--- src/acl_pkg.sv ---
// constants and types shared by the accumulator load unit and its stack
// assumes a single cpu clock domain; no software-visible registers
package acl_pkg;

    localparam int ACC_W = 32;
    localparam int WORD_W = 16;
    localparam int STACK_DEPTH = 8;
    localparam int CNT_W = 6;
    localparam int OCT_DIGITS = 6;
    localparam int OCT_W = 24;
    localparam logic [CNT_W-1:0] FMT_MAX_BITS = 6'h20;
    localparam logic [CNT_W-1:0] FMT_MIN_BITS = 6'h01;
    localparam logic [ACC_W-1:0] ACC_RESET = 32'h0000_0000;

    typedef enum logic [2:0] {
        ACL_OP_NONE = 3'h0,
        ACL_OP_FMT = 3'h1,
        ACL_OP_OCT = 3'h2,
        ACL_OP_IDX = 3'h3,
        ACL_OP_TBL = 3'h4,
        ACL_OP_OUT = 3'h5
    } acl_op_t;

    typedef enum logic [1:0] {
        ACL_SP_BIT = 2'h0,
        ACL_SP_WORD = 2'h1,
        ACL_SP_TABLE = 2'h2
    } acl_space_t;

    typedef enum logic [1:0] {
        ACL_ST_IDLE = 2'b00,
        ACL_ST_WAIT = 2'b01
    } acl_state_t;

endpackage

--- src/acl_stack.sv ---
// eight-level accumulator stack, every level a register
// assumes push is a one-cycle pulse from logic on the same clock
`timescale 1ns/1ps
module acl_stack import acl_pkg::*; (
    input wire logic clock,
    input wire logic nrst,
    input wire logic push,
    input wire logic [ACC_W-1:0] pushData,
    output logic [ACC_W-1:0] levelOne,
    output logic [STACK_DEPTH-1:0][ACC_W-1:0] levels
);

    typedef struct packed {
        logic [STACK_DEPTH-1:0][ACC_W-1:0] lvl;
    } acl_stack_state_t;

    acl_stack_state_t q;
    acl_stack_state_t d;

    always_comb begin
        d = q;
        if (push) begin
            // level 8 falls off the bottom and is lost
            d.lvl[0] = pushData;
            for (int i = 1; i < STACK_DEPTH; i++) begin
                d.lvl[i] = q.lvl[i-1];
            end
        end
    end

    always_ff @(posedge clock or negedge nrst) begin
        if (!nrst) begin
            q <= '0;
        end else begin
            q <= d;
        end
    end

    assign levelOne = q.lvl[0];
    assign levels = q.lvl;

endmodule

--- src/acl_load_unit.sv ---
// accumulator load unit: load-type instructions into a 32-bit accumulator
// the eight-level stack is a submodule that pushes only when told from here
// assumes the data and bit memories answer on the same clock with rdAck
`timescale 1ns/1ps
module acl_load_unit import acl_pkg::*; (
    input wire logic clock,
    input wire logic nrst,
    input wire logic cmdValid,
    output logic cmdReady,
    input wire acl_op_t cmdOp,
    input wire logic [WORD_W-1:0] cmdAddr,
    input wire logic [CNT_W-1:0] cmdCount,
    input wire logic [OCT_W-1:0] cmdOctal,
    input wire logic scanEnd,
    output logic rdReq,
    output acl_space_t rdSpace,
    output logic [WORD_W-1:0] rdAddr,
    output logic [WORD_W-1:0] rdIndex,
    input wire logic rdAck,
    input wire logic [ACC_W-1:0] rdData,
    output logic [ACC_W-1:0] accumulator,
    output logic loadZeroFlag,
    output logic loadDone,
    output logic [STACK_DEPTH-1:0][ACC_W-1:0] stackLevels
);

    typedef struct packed {
        acl_state_t st;
        logic [ACC_W-1:0] acc;
        logic zero;
        logic pending;
        acl_op_t op;
        logic [CNT_W-1:0] count;
        logic req;
        acl_space_t space;
        logic [WORD_W-1:0] addr;
        logic [WORD_W-1:0] index;
        logic done;
    } acl_state_s_t;

    acl_state_s_t q;
    acl_state_s_t d;
    logic push;
    logic [ACC_W-1:0] levelOne;
    logic [ACC_W-1:0] newValue;
    logic newLoad;
    logic [WORD_W-1:0] offset;

    ////////////////////////////////////////////////////////////////////////

    // keeps the low count bits; out-of-range counts are clamped to 1..32
    function automatic logic [ACC_W-1:0] fmt_mask(input logic [CNT_W-1:0] cnt);
        logic [CNT_W-1:0] c;
        logic [ACC_W-1:0] m;
        c = cnt;
        m = '1;
        if (c > FMT_MAX_BITS) begin
            c = FMT_MAX_BITS;
        end
        if (c < FMT_MIN_BITS) begin
            c = FMT_MIN_BITS;
        end
        if (c != FMT_MAX_BITS) begin
            m = ~({ACC_W{1'b1}} << c);
        end
        return m;
    endfunction

    // each operand digit sits in a nibble; only its low three bits count
    // the top two bits of a sixth digit do not fit in sixteen bits and are dropped
    function automatic logic [WORD_W-1:0] oct_to_bin(input logic [OCT_W-1:0] o);
        logic [3*OCT_DIGITS-1:0] b;
        b = '0;
        for (int i = 0; i < OCT_DIGITS; i++) begin
            b[3*i +: 3] = o[4*i +: 3];
        end
        return b[WORD_W-1:0];
    endfunction

    // 16-bit loads leave the upper accumulator half at zero
    function automatic logic [ACC_W-1:0] word_fill(input logic [WORD_W-1:0] w);
        return {{(ACC_W-WORD_W){1'b0}}, w};
    endfunction

    ////////////////////////////////////////////////////////////////////////

    // octal loads write the accumulator at the taking edge;
    // memory loads raise rdReq there and write one edge after rdAck
    always_comb begin
        d = q;
        push = 1'b0;
        newLoad = 1'b0;
        newValue = '0;
        d.done = 1'b0;
        // a push that goes with this load makes the old accumulator level one
        offset = q.pending ? q.acc[WORD_W-1:0] : levelOne[WORD_W-1:0];
        case (q.st)
            ACL_ST_IDLE: begin
                if (cmdValid) begin
                    case (cmdOp)
                        ACL_OP_FMT, ACL_OP_IDX, ACL_OP_TBL: begin
                            // only the pending push; the indexed read itself never pushes
                            push = q.pending;
                            d.pending = 1'b0;
                            d.op = cmdOp;
                            d.count = cmdCount;
                            d.addr = cmdAddr;
                            d.req = 1'b1;
                            d.st = ACL_ST_WAIT;
                            d.index = '0;
                            d.space = ACL_SP_BIT;
                            if (cmdOp == ACL_OP_IDX) begin
                                d.space = ACL_SP_WORD;
                                d.addr = cmdAddr + offset;
                            end else if (cmdOp == ACL_OP_TBL) begin
                                d.space = ACL_SP_TABLE;
                                d.index = offset;
                            end
                        end
                        ACL_OP_OCT: begin
                            push = q.pending;
                            newLoad = 1'b1;
                            newValue = word_fill(oct_to_bin(cmdOctal));
                        end
                        ACL_OP_OUT: begin
                            // the output consumes the load; the next load starts a new chain
                            d.pending = 1'b0;
                        end
                        default: begin
                            // no operation: the command is taken and dropped
                        end
                    endcase
                end
            end
            ACL_ST_WAIT: begin
                // the read stays requested until rdAck; commands wait meanwhile
                if (rdAck) begin
                    d.req = 1'b0;
                    d.st = ACL_ST_IDLE;
                    newLoad = 1'b1;
                    if (q.op == ACL_OP_FMT) begin
                        newValue = rdData & fmt_mask(q.count);
                    end else begin
                        newValue = word_fill(rdData[WORD_W-1:0]);
                    end
                end
            end
            default: begin
                // an unknown state drops the read and returns to idle
                d.st = ACL_ST_IDLE;
                d.req = 1'b0;
            end
        endcase
        // every finished load arms the push for the load after it, except one that scan end meets in the same cycle
        if (newLoad) begin
            d.acc = newValue;
            d.zero = (newValue == '0);
            d.pending = 1'b1;
            d.done = 1'b1;
        end
        // scan end wins over a load finishing in the same cycle
        if (scanEnd) begin
            d.acc = ACC_RESET;
            d.pending = 1'b0;
        end
    end

    always_ff @(posedge clock or negedge nrst) begin
        if (!nrst) begin
            q <= '{
                st: ACL_ST_IDLE,
                acc: ACC_RESET,
                op: ACL_OP_NONE,
                space: ACL_SP_BIT,
                default: '0
            };
        end else begin
            q <= d;
        end
    end

    ////////////////////////////////////////////////////////////////////////

    // level one is the offset source of the indexed loads
    acl_stack u_stack (
        .clock(clock),
        .nrst(nrst),
        .push(push),
        .pushData(q.acc),
        .levelOne(levelOne),
        .levels(stackLevels)
    );

    // commands are refused while a memory read is outstanding
    assign cmdReady = (q.st == ACL_ST_IDLE);
    assign rdReq = q.req;
    assign rdSpace = q.space;
    assign rdAddr = q.addr;
    assign rdIndex = q.index;
    assign accumulator = q.acc;
    assign loadZeroFlag = q.zero;
    assign loadDone = q.done;

endmodule

--- config.mk ---
export PLATFORM = sky130hd
export DESIGN_NAME = acl_load_unit
export DESIGN_NICKNAME = d
export VERILOG_FILES = /design/src/acl_pkg.sv /design/src/acl_stack.sv /design/src/acl_load_unit.sv
export SDC_FILE = /design/constraint.sdc
export NUM_CORES = 1
export LEC_CHECK = 0
export BUFFER_PORTS_ARGS = -buffer_cell sky130_fd_sc_hd__buf_2
export CAP_MARGIN = 0
export CORE_MARGIN = 2
export CORE_UTILIZATION = 25
export CTS_BUF_LIST = sky130_fd_sc_hd__clkbuf_4 sky130_fd_sc_hd__clkbuf_8 sky130_fd_sc_hd__clkbuf_16
export CTS_CLUSTER_DIAMETER = 40
export CTS_CLUSTER_SIZE = 30
export DETAILED_ROUTE_END_ITERATION = 12
export PLACE_DENSITY_LB_ADDON = 0.2
export SYNTH_ARGS = -nofsm -noshare
export SYNTH_HDL_FRONTEND = slang
export SYNTH_SLANG_ARGS = --single-unit
--- constraint.sdc ---
create_clock -name clock -period 2.7 [get_ports clock]
set_input_delay 0 -clock clock [delete_from_list [all_inputs] [get_ports clock]]
set_output_delay 0 -clock clock [all_outputs]
set_load 0.1 [all_outputs]
# --- Yosys cells after proc, flatten, opt, wreduce, memory -nomap -nowiden ---
# Cells that the tools add are included.
totals:
  register_bits: 337
  wordCells: 92
  inputBits: 86
  output_inout_bits: 326
op_classes:
  shifts: 1
  n_addsub: 1
  muxes: 44
  n_bitwise: 2
  magnitude_cmp: 2
  reduce_logical: 12
  n_eq_ne: 11
op_table:
  columns: ["cell", "n"]
  rows:
  - ["two-way mux 32 bit", 7]
  - ["two-way mux 16 bit", 6]
  - ["one-hot mux 32 bit (2 select lines)", 1]
  - ["two-way mux 6 bit", 8]
  - ["two-way mux 45 bit", 1]
  - ["two-way mux 44 bit", 1]
  - ["two-way mux 34 bit", 1]
  - ["AND 32 bit", 1]
  - ["zero test 32 bit", 1]
  - ["inverter 32 bit", 1]
  - ["left shift 32 x 6 -> 32 bit (first input constant)", 1]
  - ["adder 16 bit", 1]
  - ["two-way mux 1 bit", 10]
  - ["two-way mux 10 bit", 1]
  - ["two-way mux 2 bit", 5]
  - ["AND reduction 3 bit", 3]
  - ["nonzero test 3 bit", 3]
  - ["OR reduction 4 bit", 2]
  - ["== test 3 x 1 -> 1 bit (second input constant)", 2]
  - ["== test 3 x 2 -> 1 bit (second input constant)", 2]
  - ["== test 3 bit (second input constant)", 2]
  - ["greater-than comparator 6 bit (second input constant)", 1]
  - ["< comparator 6 x 1 -> 1 bit (second input constant)", 1]
  - ["!= test 6 bit (second input constant)", 1]
  - ["other kinds (8)", 10]

# --- Depth between registers and ports, before layout ---
# Gate-level depths: netlist of the first run.
logic_depth:
  word_depth: 23
  ltp_mapped: 13
  depth_no_buf: 12

# --- By module ---
# A second synthesis of the first run with hierarchy kept.
hier_totals:
  cells_unflattened: 1155
  hier_area_um2: 14929.3
modules_own_cells:
  columns: ["module", "seq_area_each_um2", "cells_each", "area_per_inst_um2", "n_inst"]
  rows:
  - ["acl_stack", 6406.1, 572, 9834.4, 1]
  - ["acl_load_unit", 2001.9, 583, 5094.9, 1]

# --- Worst setup path after synthesis of the first run ---
# Ideal clock, no wire load.
synth_timing:
  kind: "reg2reg"
  from: "reg u_stack.q (netlist bit u_stack.levelOne[0])"
  to: "reg q (netlist bit rdAddr[14])"
  setup_ps: 126
  required_time_ps: 2574
  path_slack_ps: -656
  stages_incl_launch_ff: 13
  synth_period_minus_slack_ps: 3356
  t_arrival_ps: 3230
  n_path_buf: 0
  cell_sequence: "dfrtp_1 mux2_2 ha_1 inv_1 fa_1 nor2b_4 o21ai_2 a21oi_1 o41ai_2 o211ai_1 a41oi_2 xnor2_1 a221o_1"
synth_between:
  elab_chain_cells: 3
synth_rtl:
  columns: ["element", "line", "text"]
  rows:
  - ["start, declared", "acl_stack.sv:17", "acl_stack_state_t q;"]
  - ["start signal, assigned", "acl_stack.sv:33", "q <= '0;"]
  - ["start signal, assigned", "acl_stack.sv:35", "q <= d;"]
  - ["two-way mux 16 bit", "acl_load_unit.sv:96", "offset = q.pending ? q.acc[WORD_W-1:0] : levelOne[WORD_W-1:0];"]
  - ["adder 16 bit", "acl_load_unit.sv:114", "d.addr = cmdAddr + offset;"]
  - ["two-way mux 16 bit", "acl_load_unit.sv:112", "if (cmdOp == ACL_OP_IDX) begin"]
  - ["end signal, assigned", "acl_load_unit.sv:170", "q <= '{"]
  - ["end, declared", "acl_load_unit.sv:41", "acl_state_s_t q;"]
# No other way between the ends.
# A chain may end at the register's enable or synchronous reset.

# --- Worst setup path after layout of the first run ---
layout_timing:
  from: "reg q[45] (netlist name)"
  to: "reg q (netlist bit rdAddr[14])"
layout_between:
  elab_chain_cells: 3
layout_rtl:
  columns: ["element", "line"]
  rows:
  - ["two-way mux 16 bit", "acl_load_unit.sv:96"]
  - ["adder 16 bit", "acl_load_unit.sv:114"]
  - ["two-way mux 16 bit", "acl_load_unit.sv:112"]
# No other way between the ends.

==> flow_metrics.env, run 1 <==
export IMPL_status="complete, but fails checks"
export IMPL_failed_checks="negative hold slack, negative setup slack"
export IMPL_numCtsBuffers=59
export IMPL_setup_violations=3
export IMPL_synth_cell_type_count=60
export IMPL_clock_latency_ps=620
export IMPL_cts_buffer_depth=3
export IMPL_synth_top_flop_cell="dfrtp_1"
export IMPL_diodes=0
export IMPL_port_buffers=403
export IMPL_die_area_um2=60490
export IMPL_drt_iter0_markers=464
export IMPL_hold_depth=4
export IMPL_synthArstFlopShare=1.000
export IMPL_crit_family="compound AO/OA/AOI/OAI gates"
export IMPL_worstPathMaxFanout=5
export IMPL_vdd_ir_drop_max_mv=0.4762
export IMPL_drive_gt1_frac=0.5400
export IMPL_initial_utilization=0.2532
export IMPL_avgRoutedWirePerCell_um=20.48
export IMPL_slowest_stage="dfrtp_2"
export IMPL_clock_skew_ps=34.15
export IMPL_hold_path_class="primary input to flip-flop"
export IMPL_worstPathCellList="mux2_4, ha_4, inv_2, fa_2, nor2b_4, o21ai_2, a21oi_2, o41ai_4, o211ai_1, a41oi_2, xnor2_1, a221o_1"
export IMPL_core_area_um2=57810
export IMPL_max_freq_mhz=354.2
export IMPL_r2r_cells=12
export IMPL_ant_nets=0
export IMPL_clock_sinks=336
export IMPL_gp_congestion=0.8750
export IMPL_drc_errors=0
export IMPL_grt_total_usage=0.1626
export IMPL_dr_pass1_iters=4
export IMPL_finalHoldViolCount=2
export IMPL_synth_seq_area_share=0.5745
export IMPL_required_ps=3190
export IMPL_cts_root_buf="clkbuf_16"
export IMPL_rsz0062_at_grt="true"
export IMPL_worstPathArrival_ps=3310
export IMPL_areaGrowthSynthToFinish_pct=41.89
export IMPL_whs_ps=-11.02
export IMPL_synth_edf_count=0
export IMPL_grt_max_degree=72
export IMPL_grt_antenna_before_repair=2
export IMPL_fin_cells=2439
export IMPL_syn_area_per_cell_um2=12.97
export IMPL_ys_ff_latch=336
export IMPL_placedCellCount=2237
export IMPL_r2r_end="rdAddr[14]"
export IMPL_min_period_ps=2823
export IMPL_fill_cells=5815
export IMPL_regArea_um2=8424
export IMPL_die_w_um=246.0
export IMPL_r2r_start="q[45]"
export IMPL_syn_area_um2=14640
export IMPL_hpwl_um=37770
export IMPL_critical_path_buf_inv_count=1
export IMPL_cp_slowest_stage_delay_ps=450
export IMPL_row_count=88
export IMPL_synth_cells=1128
export IMPL_grt_first_pass_wirelength_um=74330
export IMPL_first_global_vias=11421
export IMPL_slew_violations=0
export IMPL_worst_hold_startpoint="rdData[14]"
export IMPL_boundaryPins=412
export IMPL_viasPerCell=4.469
export IMPL_p_leak_nw=11.07
export IMPL_startpoint_type="flip-flop"
export IMPL_routed_wl_um=49960
export IMPL_mappedNetlistNets=1230
export IMPL_final_util=0.3592
export IMPL_worstSetupEndpointType="flip-flop"
export IMPL_via_count=10900
export IMPL_nets=1734
export IMPL_p_per_area_nw_per_um2=776.9
export IMPL_holdPathEnd="accumulator[14]"
export IMPL_cts_tree="yes"
export IMPL_cap_violations=0
export IMPL_multi_input_area_um2=5607
export IMPL_overflow=0
export IMPL_tightest_slew_ps=864.7
export IMPL_ys_warn_count=0
export IMPL_h_tree_depth=2
export IMPL_fin_ws_ps=-122.9
export IMPL_period_share=1.046
export IMPL_fp_dieH_um=246.0
export IMPL_path_class="flip-flop to flip-flop"
export IMPL_r2r_slack_ps=-120
export IMPL_slew_headroom=0.4235
export IMPL_clk_pin_slew_ps=50
-- report_power, final --
group / total (W) / switching, W / internal (W)
logic: 0.00303 / 0.00227 / 0.000763
registers: 0.00548 / 0.000217 / 0.00526
clock network: 0.00762 / 0.00272 / 0.00490
total: 0.0161 / 0.00521 / 0.0109
-- per-layer routing --
metal,routed length [um],vias to the layer above,global-route usage
met1,21730,5515,0.2078
met3,2731,72,0.03896
met5,0,-,0
met2,24310,317,0.2706
met4,1189,0,0.05009
li1,-,4996,-
-- cells in the mapped netlist (all sizes together) (3+ instances only) --
master,number,area (um2)
o21ai,32,163.9
a21o,6,45.04
nor3,11,77.57
dfrtp,336,8408
o31ai,3,32.53
a21oi,54,270.3
and3,21,131.4
mux2,270,3040
xor2,3,26.28
buf,98,653.1
or3,5,31.28
inv,11,41.29
nand4,9,56.30
nor2b,3,26.27
nand3,15,80.08
a31oi,3,25.02
and2,4,25.02
ha,15,187.7
mux2i,5,50.05
a22oi,5,37.54
a32oi,11,96.34
nand2,90,342.8
xnor2,8,70.07
a41o,14,140.1
clkbuf,30,142.6
o21a,3,22.52
nor2,34,130.1
o211ai,7,52.55
-- stage by stage --
step	hold WS [ps]	TNS (ps)	instance area (um2)	total power [W]	setup WS, ps
floorplan	-295.6	-121.1	14700	0.007717	-104.3
global placement	-35.76	-416.7	17520	0.008423	-159.9
detailed placement	-28.09	-584.5	17520	0.008429	-207.2
CTS	23.05	-338.8	20620	0.01632	-121.8
global route	7.615	-735.0	20770	0.01679	-196.8
finish	-11.02	-198.1	20770	0.01613	-122.9
-- placed cells by master (no fill, tap or decap), types with 7 or more instances in the layout --
master	n
a21oi_1	50
a32oi_1	11
a41o_1	14
and3_1	20
buf_12	10
buf_2	402
buf_4	61
bufinv_16	7
clkbuf_16	59
clkinvlp_4	8
dfrtp_1	325
dfrtp_2	10
dlygate4sd3_1	94
ha_1	8
ha_4	7
inv_1	10
mux2_2	268
nand2_1	88
nand3_1	14
nand4_1	9
nor2_1	29
nor3_1	8
o211ai_1	7
o21ai_0	24
xnor2_1	7
-- cells by family after synthesis --
group	after synthesis	synth area share
AND/OR/NAND/NOR	201	0.06728
multiplexers	275	0.2112
AO/OA/AOI/OAI	150	0.06908
buffers and inverters	139	0.05719
adder cells (fa/ha/maj)	16	0.01419
XOR/XNOR	11	0.006583
flip-flops	336	0.5745
-- flip-flops by register name, indices dropped and copies added (netlist names) --
| register | count |
|---|---|
| u_stack.levels | 224 |
| q | 11 |
| rdIndex | 16 |
| rdSpace | 2 |
| rdReq | 1 |
| accumulator | 32 |
| loadDone | 1 |
| rdAddr | 16 |
| u_stack.levelOne | 32 |
| loadZeroFlag | 1 |
-- tightest hold or removal path, delay by kind of cell --
| kind | cells | cell delay [ps] |
|---|---|---|
| AO/OA/AOI/OAI | 2 | 290 |
| buffers and inverters | 2 | 260 |
-- timing repair --
| action | in CTS | in global routing |
|---|---|---|
| resized for setup | 8 | 23 |
| pin swaps | 6 | 12 |
| setup endpoints to repair | 4 | 9 |
| setup buffers | 2 | 2 |
| endpoints found under the hold margin | 359 | 0 |
| hold buffers | 96 | 0 |
-- final cells by class --
cell class	instances	area share
clock inverter	34	0.02271
tap	765	0.04609
inverter	11	0.001988
clock buffer	69	0.07652
sequential	336	0.4057
multi-input combinational	653	0.2700
timing repair buffer	571	0.1770
-- worst max-delay path by stage --
stage,start,end,slack (ps),depth (start not counted)
floorplan,u_stack.levelOne[0],rdAddr[14],-100,12
global placement,q[45],rdAddr[15],-160,12
detailed placement,q[45],rdAddr[15],-210,12
CTS,q[45],rdAddr[14],-120,12
global route,q[45],rdAddr[14],-200,12
finish,q[45],rdAddr[14],-120,12
Note: power is estimated with default switching activity, not from simulation.
==> run 2, diff against run 1 <==
==> constraint.sdc (replaced) <==
create_clock -name clock -period 2.4 [get_ports clock]
set_input_delay 0 -clock clock [delete_from_list [all_inputs] [get_ports clock]]
set_output_delay 0 -clock clock [all_outputs]
set_load 0.1 [all_outputs]
==> run 2 against run 1 <==
Net effect: the flow still finishes with violations (negative hold slack, negative setup slack); count of clock-buffer cells in the layout down 1; global-route usage down 0.068 points; die area unchanged; critical path depth up 2; clock skew down 11 ps; combinational power up 20%; core utilization up 1.0 points; non-clock buffer count up 48; cell area up 2.8%; critical endpoint is now rdAddr[12]; largest cell class unchanged; largest power group unchanged.
==> flow_metrics.env, run 2 (synthesized netlist as in run 1, its figures left out) <==
export IMPL_status="complete, but fails checks"
export IMPL_failed_checks="negative hold slack, negative setup slack"
export IMPL_fin_cells=2501
export IMPL_p_sw_frac=0.3276
export IMPL_worstPathMaxFanout=2
export IMPL_first_global_vias=11531
export IMPL_cap_violations=0
export IMPL_drive_gt1_frac=0.5631
export IMPL_initial_utilization=0.2532
export IMPL_slew_violations=0
export IMPL_routed_wl_um=49990
export IMPL_die_area_um2=60490
export IMPL_p_sw_w=0.006132
export IMPL_setup_tns_ps=-1724
export IMPL_startpoint_type="flip-flop"
export IMPL_period_share=1.146
export IMPL_finalHoldViolCount=1
export IMPL_grt_total_usage=0.1619
export IMPL_whs_ps=-25.77
export IMPL_fin_ws_ps=-350.6
export IMPL_pwr_share_comb=0.194
export IMPL_cts_tree="yes"
export IMPL_nets=1784
export IMPL_place_area_um2=17930
export IMPL_total_power_w=0.01872
export IMPL_p_per_area_nw_per_um2=876.7
export IMPL_worstPathArrival_ps=3290
export IMPL_worstSetupEndpointType="flip-flop"
export IMPL_largest_register_ffs=224
export IMPL_placedCellCount=2280
export IMPL_p_leak_nw=11.36
export IMPL_overflow=0
export IMPL_min_period_ps=2751
export IMPL_tightest_slew_ps=748.7
export IMPL_sequentialPowerShare=0.328
export IMPL_ant_nets=0
export IMPL_viasPerCell=4.456
export IMPL_clk_pin_slew_ps=50
export IMPL_fp_dieH_um=246.0
export IMPL_grt_max_degree=65
export IMPL_dr_pass1_iters=4
export IMPL_clockPowerShare=0.478
export IMPL_row_count=88
export IMPL_cts_root_buf="clkbuf_16"
export IMPL_setup_violations=11
export IMPL_hold_path_class="primary input to flip-flop"
export IMPL_clock_latency_ps=630
export IMPL_clock_sinks=336
export IMPL_fill_cells=5724
export IMPL_die_w_um=246.0
export IMPL_rsz0062_at_grt="true"
export IMPL_via_count=11145
export IMPL_slew_headroom=0.5009
export IMPL_areaGrowthSynthToFinish_pct=45.91
export IMPL_gp_congestion=0.8656
export IMPL_vdd_ir_drop_max_mv=0.6476
export IMPL_port_buffers=403
export IMPL_hpwl_um=38140
export IMPL_multi_input_area_um2=5697
export IMPL_design_area_um2=21350
export IMPL_max_freq_mhz=363.6
export IMPL_p_int_w=0.01259
export IMPL_regArea_um2=8433
export IMPL_core_area_um2=57810
export IMPL_drc_errors=0
export IMPL_final_common_cell="buf_2"
export IMPL_layout_common_cells="buf_2 (402), dfrtp_1 (326), mux2_2 (261)"
export IMPL_required_ps=2940
export IMPL_clock_skew_ps=23.25
export IMPL_path_class="flip-flop to flip-flop"
export IMPL_numCtsBuffers=61
export IMPL_avgRoutedWirePerCell_um=19.99
export IMPL_grt_first_pass_wirelength_um=74330
export IMPL_grt_antenna_before_repair=1
export IMPL_cts_buffer_depth=3
export IMPL_boundaryPins=412
export IMPL_h_tree_depth=2
export IMPL_drt_iter0_markers=521
-- run 2: final timing paths --
path                       cells past startpoint  slack, ps                  end                 from
setup / recovery                              14       -350           rdAddr[12]  u_stack.levelOne[0]
hold / removal                                 5        -30             loadDone             cmdOp[0]
setup reg to reg                              14       -350           rdAddr[12]  u_stack.levelOne[0]
hold reg to reg                                2        480           rdSpace[1]           rdSpace[1]
max in group asynchronous                      4       1080  u_stack.levelOne[4]                 nrst
min in group asynchronous                      3        470           rdIndex[3]                 nrst
-- run 2: worst max-delay path, stage by stage (launching register included) --
cell and delay [ps]:
dfrtp_4 470, mux2_4 300, ha_4 170, inv_2 50, fa_2 220, nor2b_4 50, o21ai_2 140, a21oi_2 100
o41ai_4 270, o211ai_1 150, buf_4 170, buf_6 110, and3_4 130, o311a_1 280, nor2_1 80
-- run 2: metal layers --
layer  GRT usage  wire, um  vias up
li1            -         -     5108
met1      0.2107     21940     5631
met2      0.2652     24100      320
met3     0.03558      2687       86
met4     0.05455      1267        0
met5           0         0        -
-- run 2: final cells by class --
cell class | count | share of cell area
clock inverters | 48 | 0.02666
clock buffers | 68 | 0.07482
well taps | 765 | 0.04482
flip-flops and latches | 336 | 0.3949
diodes | 1 | 0.0001172
multi-input cells | 653 | 0.2668
repair buffers | 619 | 0.1900
inverters | 11 | 0.001934
-- run 2: power by group through the flow --
| stage | registers [W] | clock network, W | logic [W] |
|---|---|---|---|
| 3_5_place_dp | 0.00623 | 0 | 0.00340 |
| 6_report | 0.00614 | 0.00896 | 0.00363 |
| 5_1_grt | 0.00618 | 0.00948 | 0.00384 |
| 4_1_cts | 0.00614 | 0.00917 | 0.00362 |
| 2_1_floorplan | 0.00682 | 0 | 0.00189 |
| 3_3_place_gp | 0.00623 | 0 | 0.00338 |
-- run 2: through the flow --
step | hold WS [ps] | utilization | setup slack, ps
after global placement | 39.10 | 0.3102 | -470.6
after global routing | 18.86 | 0.3694 | -471.5
after detailed placement | 49.70 | 0.3102 | -467.7
final | -25.77 | 0.3694 | -350.6
after CTS | 7.390 | 0.3675 | -358.5
after floorplan | -295.6 | - | -403.0
-- run 2: timing repair --
item | 4_1_cts | 5_1_grt
hold buffers | 89 | 2
endpoints found under the hold margin | 410 | 2
gates resized for setup | 38 | 14
pin swaps | 13 | 18
gates cloned | 0 | 0
buffers inserted | 7 | 9
endpoints found under the setup margin | 12 | 20
==> run 3, diff against run 2 <==
--- a/config.mk
+++ b/config.mk
@@ -14,6 +14,7 @@
 export CTS_CLUSTER_SIZE = 30
 export DETAILED_ROUTE_END_ITERATION = 12
 export PLACE_DENSITY_LB_ADDON = 0.2
+export RECOVER_POWER = 100
 export SYNTH_ARGS = -nofsm -noshare
 export SYNTH_HDL_FRONTEND = slang
 export SYNTH_SLANG_ARGS = --single-unit
==> run 3 against run 2 <==
Net effect: the run ends with negative setup slack left; cell area decreased by 2.5%; worst setup slack better by 6.7 ps; count of clock-buffer cells in the layout did not move; clock skew decreased by 1.0 ps; critical path type unchanged; largest power group unchanged.
==> flow_metrics.env, run 3 (synthesized netlist as in run 1, its figures left out) <==
export IMPL_vdd_ir_drop_max_mv=0.6419
export IMPL_cts_buffer_depth=3
export IMPL_drive_gt1_frac=0.3746
export IMPL_cts_root_buf="clkbuf_16"
export IMPL_h_tree_depth=2
export IMPL_fin_cells=2502
export IMPL_p_sw_w=0.006143
export IMPL_clk_pin_slew_ps=50
export IMPL_port_buffers=403
export IMPL_max_freq_mhz=364.4
export IMPL_viasPerCell=4.452
export IMPL_drt_iter0_markers=537
export IMPL_ant_nets=0
export IMPL_areaGrowthSynthToFinish_pct=42.24
export IMPL_placedCellCount=2280
export IMPL_finalHoldViolCount=0
export IMPL_slowest_stage="dfrtp_4"
export IMPL_clockPowerShare=0.480
export IMPL_clock_latency_ps=620
export IMPL_initial_utilization=0.2532
export IMPL_grt_max_degree=65
export IMPL_rsz0062_at_grt="true"
export IMPL_core_area_um2=57810
export IMPL_p_per_area_nw_per_um2=896.0
export IMPL_grt_total_usage=0.1619
export IMPL_setup_violations=69
export IMPL_hpwl_um=38140
export IMPL_startpoint_type="flip-flop"
export IMPL_slew_violations=0
export IMPL_failed_checks="negative setup slack"
export IMPL_first_global_vias=11531
export IMPL_path_class="flip-flop to flip-flop"
export IMPL_nets=1784
export IMPL_sequentialPowerShare=0.330
export IMPL_setup_tns_ps=-4682
export IMPL_critical_path_buf_inv_count=3
export IMPL_largest_register_ffs=224
export IMPL_p_sw_frac=0.3293
export IMPL_required_ps=2940
export IMPL_numCtsBuffers=61
export IMPL_worstPathCellList="mux2_4, ha_4, inv_2, fa_2, nor2b_4, o21ai_2, a21oi_2, o41ai_4, o211ai_1, buf_4, buf_6, and3_4, o311a_1, nor2_1"
export IMPL_slew_headroom=0.03202
export IMPL_multi_input_area_um2=5692
export IMPL_die_w_um=246.0
export IMPL_fill_cells=5869
export IMPL_row_count=88
export IMPL_cap_violations=0
export IMPL_routed_wl_um=50290
export IMPL_layout_common_cells="dfrtp_1 (326), clkbuf_1 (326), mux2_2 (261)"
export IMPL_drc_errors=0
export IMPL_worstPathMaxFanout=2
export IMPL_worstSetupEndpointType="flip-flop"
export IMPL_min_period_ps=2744
export IMPL_overflow=0
export IMPL_clock_sinks=336
export IMPL_dr_pass1_iters=4
export IMPL_status="complete, but fails checks"
export IMPL_via_count=11138
export IMPL_pwr_share_comb=0.190
export IMPL_worstPathArrival_ps=3290
export IMPL_grt_antenna_before_repair=1
export IMPL_grt_first_pass_wirelength_um=74330
export IMPL_fp_dieH_um=246.0
export IMPL_crit_family="compound AO/OA/AOI/OAI gates"
export IMPL_hold_path_class="primary input to flip-flop"
export IMPL_regArea_um2=8433
export IMPL_p_leak_nw=9.922
export IMPL_clock_skew_ps=22.25
export IMPL_period_share=1.143
export IMPL_avgRoutedWirePerCell_um=20.10
export IMPL_cp_slowest_stage_delay_ps=470
export IMPL_cts_tree="yes"
export IMPL_die_area_um2=60490
export IMPL_p_int_w=0.01251
export IMPL_fin_ws_ps=-344.0
export IMPL_tightest_slew_ps=1452
export IMPL_gp_congestion=0.8656
export IMPL_boundaryPins=412
export IMPL_r2r_slack_ps=-340
[run 3: path summary, 6_finish.rpt]
kind / from / end / cells past startpoint
max: u_stack.levelOne[0] / rdAddr[12] / 14
min: cmdOp[0] / q[44] / 5
max reg2reg: u_stack.levelOne[0] / rdAddr[12] / 14
min reg2reg: rdSpace[1] / rdSpace[1] / 2
max in group asynchronous: nrst / u_stack.levelOne[4] / 4
min in group asynchronous: nrst / rdIndex[3] / 3
[run 3: layer usage]
| metal | up-vias | part of all wire | track usage |
|---|---|---|---|
| met5 | - | 0 | 0 |
| met4 | 0 | 0.026 | 0.05455 |
| met3 | 88 | 0.053 | 0.03558 |
| met2 | 315 | 0.48 | 0.2652 |
| met1 | 5624 | 0.44 | 0.2107 |
| li1 | 5111 | - | - |
[run 3: metrics by stage]
stage                     worst slack, ps  total power, W  hold WS (ps)  utilization  cell area (um2)
after floorplan                    -403.0        0.008707        -295.6            -            14780
after global placement             -470.6        0.009614         39.10       0.3102            17930
after detailed placement           -467.7        0.009629         49.70       0.3102            17930
after CTS                          -358.5         0.01892         7.390       0.3675            21240
after global routing               -471.5         0.01941         88.19       0.3600            20810
final                              -344.0         0.01865         68.22       0.3601            20820
[run 3: what timing repair did]
action | 4_1_cts | 5_1_grt
setup buffers | 7 | 9
pin swaps | 13 | 18
hold buffers | 89 | 2
endpoints found under the setup margin | 12 | 20
gates resized for setup | 38 | 14
hold endpoints to repair | 410 | 2
[run 3: area by class of cell]
type                    count  area share
clock inverters            48     0.02735
repair buffers            619      0.1692
clock buffers              68     0.07675
multi-input cells         653      0.2734
well taps                 765     0.04598
diodes                      2   0.0002404
flip-flops and latches    336      0.4051
inverters                  11    0.001983
[run 3: power by group through the flow]
| stage | sequential, W | clock (W) | combinational [W] |
|---|---|---|---|
| 6_report | 0.00615 | 0.00896 | 0.00355 |
| 5_1_grt | 0.00618 | 0.00948 | 0.00375 |
| 4_1_cts | 0.00614 | 0.00917 | 0.00362 |
| 3_5_place_dp | 0.00623 | 0 | 0.00340 |
| 3_3_place_gp | 0.00623 | 0 | 0.00338 |
| 2_1_floorplan | 0.00682 | 0 | 0.00189 |
[run 3: worst register-to-register path, cell delays in order (launching register included)]
cell and delay, ps:
dfrtp_4 470, mux2_4 300, ha_4 170, inv_2 50
fa_2 220, nor2b_4 50, o21ai_2 140, a21oi_2 100
o41ai_4 270, o211ai_1 150, buf_4 160, buf_6 110
and3_4 130, o311a_1 280, nor2_1 80
